==> src/rtl/sfpu_pkg.sv <==
// Purpose: Constants for the flash power-up and busy-time sequencer
// Assumes: 125 MHz core clock
// Notes: Times held in their printed unit, cycles derived from them
package sfpu_pkg;
  localparam int CLK_MHZ = 125;
  localparam int POWER_TO_READ_DELAY_US = 70;
  localparam int POWER_TO_PROGRAM_DELAY_MS = 3;
  localparam int PAGE_PROGRAM_DURATION_US = 2500;
  localparam int PAGE_ERASE_DURATION_MS = 20;
  localparam int OTP_PROGRAM_DURATION_US = 950;
  localparam int OTP_PROGRAM_TYPICAL_US = 400;
  localparam int STATUS_WRITE_DURATION_NS = 200;
  localparam int PAGE_BYTES = 256;
  localparam int READ_DELAY_CYC = POWER_TO_READ_DELAY_US * CLK_MHZ;
  localparam int PROGRAM_DELAY_CYC = POWER_TO_PROGRAM_DELAY_MS * 1000 * CLK_MHZ;
  localparam int PAGE_PROGRAM_CYC = PAGE_PROGRAM_DURATION_US * CLK_MHZ;
  localparam int PAGE_ERASE_CYC = PAGE_ERASE_DURATION_MS * 1000 * CLK_MHZ;
  localparam int OTP_PROGRAM_CYC = OTP_PROGRAM_TYPICAL_US * CLK_MHZ;
  localparam int STATUS_WRITE_CYC = (STATUS_WRITE_DURATION_NS * CLK_MHZ) / 1000;
  localparam int CNT_W = 22;
  localparam logic MODE_RESET = 1'h0;
  typedef enum logic [1:0] {
    SFPU_OP_PAGE_PROGRAM = 2'h0,
    SFPU_OP_PAGE_ERASE = 2'h1,
    SFPU_OP_OTP_PROGRAM = 2'h2,
    SFPU_OP_STATUS_WRITE = 2'h3
  } sfpu_op_t;
  typedef enum logic [1:0] {
    SFPU_ST_POR = 2'h0,
    SFPU_ST_WARMUP = 2'h1,
    SFPU_ST_READY = 2'h3,
    SFPU_ST_BUSY = 2'h2
  } sfpu_state_t;
endpackage : sfpu_pkg

==> src/rtl/sfpu_seq.sv <==
// Purpose: Power-on state, SPI mode pick and internal busy timing
// Assumes: chip_select_n and sclk are async pins, op requests are local
// Notes: Long delays are parameters so a simulation can shorten them
// How it works
// [RL1] Data output stays undriven after power-up or reset until a command drives it.
// [RL2] A command is accepted only after a chip select fall seen since reset.
// [RL3] Each chip select fall picks mode 0 or 3 from the idle clock level.
// [RL4] While power-on reset is active nothing runs and commands are ignored.
// [RL5] The host waits 70 us after power-on before a read.
// [RL6] A first program or erase does not start until the 3 ms warm-up ends.
// [RL7] After warm-up the device is in standby or active by chip select level; the code shows neither while busy.
// [RL8] A page program keeps the device busy at most 2.5 ms.
// [RL9] A page erase keeps the device busy at most 20 ms.
// [RL10] An OTP program keeps the device busy 400 us typical, 950 us at most.
// [RL11] A status write keeps the device busy at most 200 ns.
// [RL12] The device shows busy for the whole of each internal operation.
`timescale 1ns/1ps
module sfpu_seq #(
  parameter int READ_DELAY = sfpu_pkg::READ_DELAY_CYC,
  parameter int PROGRAM_DELAY = sfpu_pkg::PROGRAM_DELAY_CYC,
  parameter int PAGE_PROGRAM = sfpu_pkg::PAGE_PROGRAM_CYC,
  parameter int PAGE_ERASE = sfpu_pkg::PAGE_ERASE_CYC,
  parameter int OTP_PROGRAM = sfpu_pkg::OTP_PROGRAM_CYC
) (
  input wire logic clk,
  input wire logic rst_n,
  input wire logic por_active,
  input wire logic chip_select_n,
  input wire logic sclk,
  input wire logic cmd_valid,
  input wire logic cmd_is_read,
  input wire logic [1:0] cmd_op,
  input wire logic out_drive_req,
  input wire logic out_data,
  output logic cmd_accept,
  output logic so_out,
  output logic so_oe,
  output logic spi_mode3,
  output logic busy,
  output logic read_ready,
  output logic standby,
  output logic active
);
  logic [1:0] cs_sync;
  logic [1:0] clk_sync;
  logic cs_prev;
  logic armed;
  logic frame_open;
  logic [sfpu_pkg::CNT_W-1:0] warm_cnt;
  logic [sfpu_pkg::CNT_W-1:0] op_cnt;
  logic read_ok;
  sfpu_pkg::sfpu_state_t state;
  logic cs_fall;
  logic is_write;
  logic take;

  function automatic logic [sfpu_pkg::CNT_W-1:0] op_len(
      input logic [1:0] op);
    unique case (op)
      sfpu_pkg::SFPU_OP_PAGE_PROGRAM: op_len = sfpu_pkg::CNT_W'(PAGE_PROGRAM);
      sfpu_pkg::SFPU_OP_PAGE_ERASE: op_len = sfpu_pkg::CNT_W'(PAGE_ERASE);
      sfpu_pkg::SFPU_OP_OTP_PROGRAM: op_len = sfpu_pkg::CNT_W'(OTP_PROGRAM);
      sfpu_pkg::SFPU_OP_STATUS_WRITE:
        op_len = sfpu_pkg::CNT_W'(sfpu_pkg::STATUS_WRITE_CYC);
    endcase
  endfunction : op_len

  // Pins pass two flops before use
  always_ff @(posedge clk) begin
    if (!rst_n) begin
      cs_sync <= 2'h3;
      clk_sync <= 2'h0;
    end else begin
      cs_sync <= {cs_sync[0], chip_select_n};
      clk_sync <= {clk_sync[0], sclk};
    end
  end

  always_ff @(posedge clk) begin
    if (!rst_n) cs_prev <= 1'h1;
    else cs_prev <= cs_sync[1];
  end

  assign cs_fall = cs_prev && !cs_sync[1];

  // Mode latched from idle clock at each select fall
  always_ff @(posedge clk) begin
    if (!rst_n) spi_mode3 <= sfpu_pkg::MODE_RESET;
    else if (cs_fall) spi_mode3 <= clk_sync[1]; // [RL3]
  end

  // Commands need a select fall seen after reset
  always_ff @(posedge clk) begin
    if (!rst_n || por_active) begin
      armed <= 1'h0;
      frame_open <= 1'h0;
    end else begin
      if (cs_fall) armed <= 1'h1; // [RL2]
      if (cs_fall) frame_open <= 1'h1;
      else if (cs_sync[1]) frame_open <= 1'h0;
    end
  end

  assign is_write = !cmd_is_read;
  assign take = cmd_valid && armed && frame_open && !por_active
      && (state == sfpu_pkg::SFPU_ST_READY
          || (state == sfpu_pkg::SFPU_ST_WARMUP && cmd_is_read
              && read_ok)); // [RL2] [RL4] [RL6]
  assign cmd_accept = take;

  // Warm-up counter; reads open early, writes wait the full delay
  always_ff @(posedge clk) begin
    if (!rst_n || por_active) begin
      warm_cnt <= '0;
      read_ok <= 1'h0;
    end else if (state == sfpu_pkg::SFPU_ST_WARMUP) begin
      warm_cnt <= warm_cnt + 1'b1;
      if (warm_cnt >= sfpu_pkg::CNT_W'(READ_DELAY - 1)) read_ok <= 1'h1; // [RL5]
    end
  end

  always_ff @(posedge clk) begin
    if (!rst_n || por_active) begin
      state <= sfpu_pkg::SFPU_ST_POR; // [RL4]
      op_cnt <= '0;
    end else begin
      unique case (state)
        sfpu_pkg::SFPU_ST_POR: state <= sfpu_pkg::SFPU_ST_WARMUP;
        sfpu_pkg::SFPU_ST_WARMUP:
          if (warm_cnt == sfpu_pkg::CNT_W'(PROGRAM_DELAY - 1))
            state <= sfpu_pkg::SFPU_ST_READY; // [RL6]
        sfpu_pkg::SFPU_ST_READY:
          if (take && is_write) begin
            state <= sfpu_pkg::SFPU_ST_BUSY; // [RL12]
            op_cnt <= op_len(cmd_op) - 1'b1; // [RL8] [RL9] [RL10] [RL11]
          end
        sfpu_pkg::SFPU_ST_BUSY:
          if (op_cnt == '0) state <= sfpu_pkg::SFPU_ST_READY;
          else op_cnt <= op_cnt - 1'b1;
      endcase
    end
  end

  assign busy = (state == sfpu_pkg::SFPU_ST_BUSY); // [RL12]
  assign read_ready = read_ok;
  assign standby = (state == sfpu_pkg::SFPU_ST_READY) && cs_sync[1]; // [RL7]
  assign active = (state == sfpu_pkg::SFPU_ST_READY) && !cs_sync[1]; // [RL7]

  // Output undriven until a command in an open frame asks for it
  always_ff @(posedge clk) begin
    if (!rst_n || por_active) begin
      so_oe <= 1'h0; // [RL1]
      so_out <= 1'h0;
    end else begin
      so_oe <= out_drive_req && frame_open && !cs_sync[1]; // [RL1]
      so_out <= out_data;
    end
  end

  // Busy watch; the limit comes from the command that started it
  logic [sfpu_pkg::CNT_W-1:0] busy_run;
  logic [sfpu_pkg::CNT_W-1:0] busy_lim;
  logic [1:0] busy_op;
  logic start_op;

  assign start_op = take && is_write && (state == sfpu_pkg::SFPU_ST_READY);

  always_ff @(posedge clk) begin
    if (!rst_n || por_active) begin
      busy_run <= '0;
    end else if (busy) begin
      busy_run <= busy_run + 1'b1;
    end else begin
      busy_run <= '0;
    end
  end

  always_ff @(posedge clk) begin
    if (!rst_n || por_active) begin
      busy_lim <= '0;
      busy_op <= 2'h0;
    end else if (start_op) begin
      busy_lim <= op_len(cmd_op);
      busy_op <= cmd_op;
    end
  end

  no_early_write_a: assert property ( // [RL6]
    @(posedge clk) disable iff (!rst_n)
    (state == sfpu_pkg::SFPU_ST_WARMUP) |-> !(cmd_accept && !cmd_is_read))
    else $error("write accepted during warm-up");

  idle_so_a: assert property ( // [RL1]
    @(posedge clk) disable iff (!rst_n)
    $rose(rst_n) |-> !so_oe)
    else $error("output driven after reset");

  armed_cmd_a: assert property ( // [RL2]
    @(posedge clk) disable iff (!rst_n)
    cmd_accept |-> armed)
    else $error("command taken before select fall");

  mode_pick_a: assert property ( // [RL3]
    @(posedge clk) disable iff (!rst_n)
    cs_fall |=> spi_mode3 == $past(clk_sync[1]))
    else $error("mode not from idle clock");

  por_hold_a: assert property ( // [RL4]
    @(posedge clk) disable iff (!rst_n)
    por_active |-> !cmd_accept)
    else $error("command taken during power-on reset");

  status_busy_a: assert property ( // [RL11]
    @(posedge clk) disable iff (!rst_n)
    (cmd_accept && !cmd_is_read && state == sfpu_pkg::SFPU_ST_READY
     && cmd_op == 2'h3 && !por_active) |=> busy [*8] ##[1:30] !busy)
    else $error("status write busy time wrong");

  busy_start_a: assert property ( // [RL12]
    @(posedge clk) disable iff (!rst_n)
    (cmd_accept && !cmd_is_read && !por_active) |=> busy)
    else $error("busy not raised for operation");

  ready_state_a: assert property ( // [RL7]
    @(posedge clk) disable iff (!rst_n)
    (standby || active) |-> !busy && read_ok)
    else $error("standby or active before warm-up ends");

  read_gate_a: assert property ( // [RL5]
    @(posedge clk) disable iff (!rst_n)
    (cmd_accept && cmd_is_read) |-> read_ok)
    else $error("read taken before read delay");

  read_rise_a: assert property ( // [RL5]
    @(posedge clk) disable iff (!rst_n)
    $rose(read_ready) |-> warm_cnt == sfpu_pkg::CNT_W'(READ_DELAY))
    else $error("read ready at wrong time");

  warm_write_a: assert property ( // [RL6]
    @(posedge clk) disable iff (!rst_n)
    (state != sfpu_pkg::SFPU_ST_READY) |-> !(cmd_accept && !cmd_is_read))
    else $error("write taken outside ready");

  // Catches a ready state reached before the full warm-up count
  ready_warm_a: assert property ( // [RL7]
    @(posedge clk) disable iff (!rst_n)
    (standby || active) |-> warm_cnt == sfpu_pkg::CNT_W'(PROGRAM_DELAY))
    else $error("ready before warm-up delay");

  por_quiet_a: assert property ( // [RL4]
    @(posedge clk) disable iff (!rst_n)
    por_active |=> !busy && !so_oe && !read_ready && !standby && !active)
    else $error("activity during power-on reset");

  fall_arm_a: assert property ( // [RL2]
    @(posedge clk) disable iff (!rst_n)
    (cs_fall && !por_active) |=> armed)
    else $error("select fall did not arm");

  frame_close_a: assert property ( // [RL2]
    @(posedge clk) disable iff (!rst_n)
    cs_sync[1] |=> !frame_open)
    else $error("frame open with select high");

  mode_keep_a: assert property ( // [RL3]
    @(posedge clk) disable iff (!rst_n)
    !cs_fall |=> $stable(spi_mode3))
    else $error("mode changed without select fall");

  so_gate_a: assert property ( // [RL1]
    @(posedge clk) disable iff (!rst_n)
    !frame_open |=> !so_oe)
    else $error("output driven outside frame");

  so_drive_a: assert property ( // [RL1]
    @(posedge clk) disable iff (!rst_n)
    (out_drive_req && frame_open && !cs_sync[1] && !por_active)
      |=> so_oe && so_out == $past(out_data))
    else $error("output not driven on request");

  busy_block_a: assert property ( // [RL12]
    @(posedge clk) disable iff (!rst_n)
    busy |-> !cmd_accept)
    else $error("command taken while busy");

  busy_hold_a: assert property ( // [RL12]
    @(posedge clk) disable iff (!rst_n)
    (busy && !por_active && busy_run < busy_lim - 1'b1) |=> busy)
    else $error("busy dropped early");

  busy_exact_a: assert property ( // [RL12]
    @(posedge clk) disable iff (!rst_n)
    (busy && !por_active && busy_run == busy_lim - 1'b1) |=> !busy)
    else $error("busy held too long");

  page_prog_a: assert property ( // [RL8]
    @(posedge clk) disable iff (!rst_n)
    (busy && busy_op == sfpu_pkg::SFPU_OP_PAGE_PROGRAM)
      |-> busy_run < sfpu_pkg::CNT_W'(PAGE_PROGRAM))
    else $error("page program busy too long");

  page_erase_a: assert property ( // [RL9]
    @(posedge clk) disable iff (!rst_n)
    (busy && busy_op == sfpu_pkg::SFPU_OP_PAGE_ERASE)
      |-> busy_run < sfpu_pkg::CNT_W'(PAGE_ERASE))
    else $error("page erase busy too long");

  otp_prog_a: assert property ( // [RL10]
    @(posedge clk) disable iff (!rst_n)
    (busy && busy_op == sfpu_pkg::SFPU_OP_OTP_PROGRAM)
      |-> busy_run < sfpu_pkg::CNT_W'(OTP_PROGRAM))
    else $error("OTP program busy too long");

  status_wr_a: assert property ( // [RL11]
    @(posedge clk) disable iff (!rst_n)
    (busy && busy_op == sfpu_pkg::SFPU_OP_STATUS_WRITE)
      |-> busy_run < sfpu_pkg::CNT_W'(sfpu_pkg::STATUS_WRITE_CYC))
    else $error("status write busy too long");
endmodule : sfpu_seq

==> config.mk <==
export PLATFORM = sky130hd
export DESIGN_NAME = sfpu_seq
export DESIGN_NICKNAME = d
export VERILOG_FILES = /design/src/rtl/sfpu_pkg.sv /design/src/rtl/sfpu_seq.sv
export SDC_FILE = /design/constraint.sdc
export NUM_CORES = 1
export LEC_CHECK = 0
export BUFFER_PORTS_ARGS = -buffer_cell sky130_fd_sc_hd__buf_2
export CORE_UTILIZATION = 45
export CTS_CLUSTER_SIZE = 20
export DETAILED_ROUTE_END_ITERATION = 12
export PLACE_DENSITY = 0.69
export SYNTH_ARGS = -nofsm -noshare
export SYNTH_HDL_FRONTEND = slang
export SYNTH_SLANG_ARGS = --single-unit
export TNS_END_PERCENT = 1
==> constraint.sdc <==
create_clock -name clk -period 7.8 [get_ports clk]
set_input_delay 0.39 -clock clk [delete_from_list [all_inputs] [get_ports clk]]
set_output_delay 0.39 -clock clk [all_outputs]
set_load 0.005 [all_outputs]
==> results.md <==
- The flow ran to the end, and the final reports show no timing, DRC or antenna violations.
- The maximum fanout along the worst path is 31.
- Of the total synthesized cell area, the portion taken by full adders, half adders and majority gates is under 10%.
- The number of gates resized after CTS was 0.
- The post-route total power is slightly above 600 µW.
- After detailed routing, the number of remaining DRC violations is 0.
- The number of cells after detailed placement is about 470.
- The final routed wirelength across all metal layers is between 7 and 8 mm.
- The portion of synthesized area spent on multiplexers is 2.55%.
- The share of the Yosys chip area taken by registers is between 30 and 40%.
- The worst-case reg-to-reg path depth is 8.
- Routability-driven placement finished with a final weighted congestion of approximately 0.88.
- The number of cells traversed by the worst hold path is 2.
- In the final timing run, aggregate negative setup slack is 0 ns.
- The number of maximum-capacitance violations is 0.
- The floorplan step defined a die boundary enclosing ~7300 µm².
- The number of nets in the layout is 419.
- The final global-route overflow total is 0.
- In this run the static leakage power is between 0.001 and 0.0015 µW.
- At the end of the flow the core is filled with cells to 51.5%.
- During synthesis, Yosys emitted a total of 0 warnings.
- The detailed router finished its first iteration with roughly 230 violations.
- The smallest clock period supported by the final layout is computed as 2.91 ns.
- The effective utilization at floorplan is between 40% and 50%.
- Entering global routing, the biggest net connects 35 pins.
- The horizontal die dimension is 85.5 µm.
- The area fraction of the dominant cell type after synthesis is around 36%.
- The startpoint type of the worst setup path is a flop.
- Yosys attributes the largest share of cell area to dfxtp_1, nor2_1, xor2_1, nand2_1, ha_1.
- The number of CTS-inserted buffers is 9.
- The number of global-route vias before repair is between 2000 and 3000.
- For this design, the CTS-stage hold fixing added 0 buffers.
- The total nets after synthesis is between 400 and 500.
- The critical path required time is a little over 8 ns.
- The final antenna diode count is 0.
- Across the VDD grid, the largest voltage drop is 0.144 mV.
- The combinational family with the most area after synthesis is simple AND/OR/NAND/NOR gates.
- The floorplan has 30 rows.
- In this run the tool buffered the top-level ports with 18 buffer cells.
- TritonCTS built the clock tree.
- The clock arrives with around 0.017 ns of skew.
- After detailed routing, the average wire length per cell comes to 15.9 µm.
- After Yosys synthesis, XOR and XNOR cells account for roughly 6.4% of the synthesized area.
- The type of element capturing the critical path is a flop.
- Pin placement for this block handled 19 I/O pins.
- Leaving out fill and tap cells, the most frequent cells in the layout are dfxtp_1, nor2_1, nand2_1.
- Static timing analysis puts the maximum clock frequency at 0.344 GHz.
- Power spread over the standard cell area amounts to about 180 nW/µm².
- The primary flip-flop cell chosen by synthesis mapping is dfxtp_1.
- The via density per instance is 6.02.
- After legalization and detailed placement, the total HPWL measured between 5 and 6 mm.
- The library cell used most frequently in the layout, excluding fill and tap cells, is dfxtp_1.
- Synthesis instantiated 63 different standard cells from the library.
- Of all flip-flops after synthesis, the portion carrying an async set or reset was 0%.
- Clock tree synthesis selected as its root buffer the cell clkbuf_8.
- The synthesized netlist devotes a little under a fifth of its cell area to compound gates.
- Of the total synthesized cell area, the portion taken by AND, OR, NAND and NOR gates is 28.7%.
- For the pin with the worst max-slew slack, the measured transition is between 1 and 1.5 ns.
- The number of antenna violations at the first check in global routing is 0.
- In this run the vertical extent of the chip is between 80 and 90 µm.
- Dividing the synthesized area by the synthesized cell count gives slightly above 8 µm².
- The post-synthesis instance area is about 3100 µm².
- The wire length of the first global-routing pass is 12.6 mm.
- The latest clock arrival within the worst-skew pair is ~0.35 ns.
- After clock tree synthesis, the setup repair step added 0 buffers.
- The worst path uses between 30% and 40% of the clock period.
- The design area is between 3000 and 4000 µm².
- STA puts the critical path data arrival time at approximately 3.2 ns.
- The number of H-tree levels is 3.
- The synthesized netlist cell count is ~380.
- The headroom to the max-slew limit is slightly below 30%.
- In the final layout, the share of cells above drive strength 1 is a little under an eighth.
- The number of register bits inferred by synthesis is between 50 and 60.
- The final count of negative-setup-slack endpoints is 0.
- The number of endpoints with negative hold slack in the final report is 0.
- In this run the standard cell core region covers ~6800 µm².
- The most area-hungry cell type in the Yosys netlist is dfxtp_1.
- The placement-stage cell area is ~3300 µm².
- The total via count after detailed routing is 2902.
- The remaining antenna violation count after routing is 0.
- The buffer levels on the longest clock path is 2.
- The class of the tightest hold or removal check is in2reg.
- The non-filler instance count after layout is about 480.
- Setup repair after global routing left no endpoint under its margin.
- The combined global-route utilization of all metal layers is 21.9%.
- The number of pins exceeding their max-slew limit in the final report is 0.
- The number of enable-type register cells in the synthesized netlist is 0.
- The total clock sinks is 57.
- Clock-pin slew was measured on the worst setup and hold paths at roughly 0.070 ns.
- The setup path with the least slack is of type reg2reg.
- The first detailed-routing pass ran for 7 iterations.
- The area added between synthesis and finish is 10.8%.
## synth_stat cells (2+ instances only)
cell type / number
clkbuf_1: 12
a22oi_1: 2
o31ai_1: 2
a31oi_1: 6
o21ai_0: 18
nor4_1: 5
nand2b_1: 10
or4_1: 3
a211oi_1: 5
o211ai_1: 3
nor2b_1: 5
and4_1: 4
ha_1: 10
and3_1: 4
a221oi_1: 2
a21oi_1: 17
nor2_1: 54
dfxtp_1: 57
nand4b_1: 2
and2_1: 6
or3_1: 7
nor3_1: 12
inv_1: 7
a31o_2: 3
o311ai_0: 3
nand2_1: 34
nor3b_1: 2
o21a_1: 2
nand3_1: 13
nand4_1: 10
buf_2: 2
xor2_1: 16
buf_1: 2
mux2i_1: 8
xnor2_1: 7
## path summary, 6_finish.rpt
| check | to | start | slack, ns |
|---|---|---|---|
| hold / removal | cs_sync[0]$_SDFF_PN1_ | chip_select_n | 0.23 |
| setup / recovery | op_cnt[20]$_SDFFE_PP0P_ | state[0]$_SDFFE_PP0P_ | 4.89 |
| setup reg to reg | op_cnt[20]$_SDFFE_PP0P_ | state[0]$_SDFFE_PP0P_ | 4.89 |
| hold reg to reg | cs_sync[1]$_SDFF_PN1_ | cs_sync[0]$_SDFF_PN1_ | 0.41 |
## cell families after synthesis
logic type | count (synthesis)
AOI/OAI and AO/OA | 83
muxes | 8
DFF | 57
and+or+nand+nor | 177
buffers and inverters | 25
adders and majority gates | 10
xor gates and xnor gates | 23
## where the power goes
part	internal (µW)	total, µW	switching, µW
Clock	154	282	128
Sequential	293	295	1.64
Combinational	14.5	39.4	24.9
## state kept, by name (all words and copies together) (netlist names)
signal	count
op_cnt	22
warm_cnt	22
clk_sync	2
cs_sync	2
state	2
armed	1
cs_prev	1
frame_open	1
read_ready	1
so_oe	1
so_out	1
spi_mode3	1
## per-stage QoR
| stage | setup slack [ns] | hold WS (ns) |
|---|---|---|
| finish | 4.89 | 0.234 |
| global route | 4.70 | 0.222 |
| CTS | 4.98 | 0.226 |
| detailed placement | 4.99 | 0.400 |
| global placement | 5.07 | 0.390 |
| floorplan | 4.95 | 0.386 |
## critical path, stage by stage (launching register included)
cell	delay, ns
dfxtp_1	0.40
nand2b_1	0.13
buf_4	0.30
inv_2	0.28
or3_1	0.47
o22ai_1	0.43
nand4_1	0.25
or4_1	0.45
a21oi_1	0.13
## metal layers
metal | global-route usage (%) | share of wire [%]
met1 | 29.7 | 48
met2 | 32.6 | 43
met3 | 6.74 | 6.1
met4 | 8.94 | 2.3
met5 | 0 | 0
## final cells by class
class / count / area [µm²]
clock buffers: 10 / 138
flip-flops and latches: 57 / 1140
well taps: 80 / 100
inverters: 8 / 30.0
clock inverters: 5 / 56.3
fillers: 653 / 3280
multi-input cells: 301 / 1900
repair buffers: 21 / 113
No activity file was read; power rests on OpenSTA's default activity.
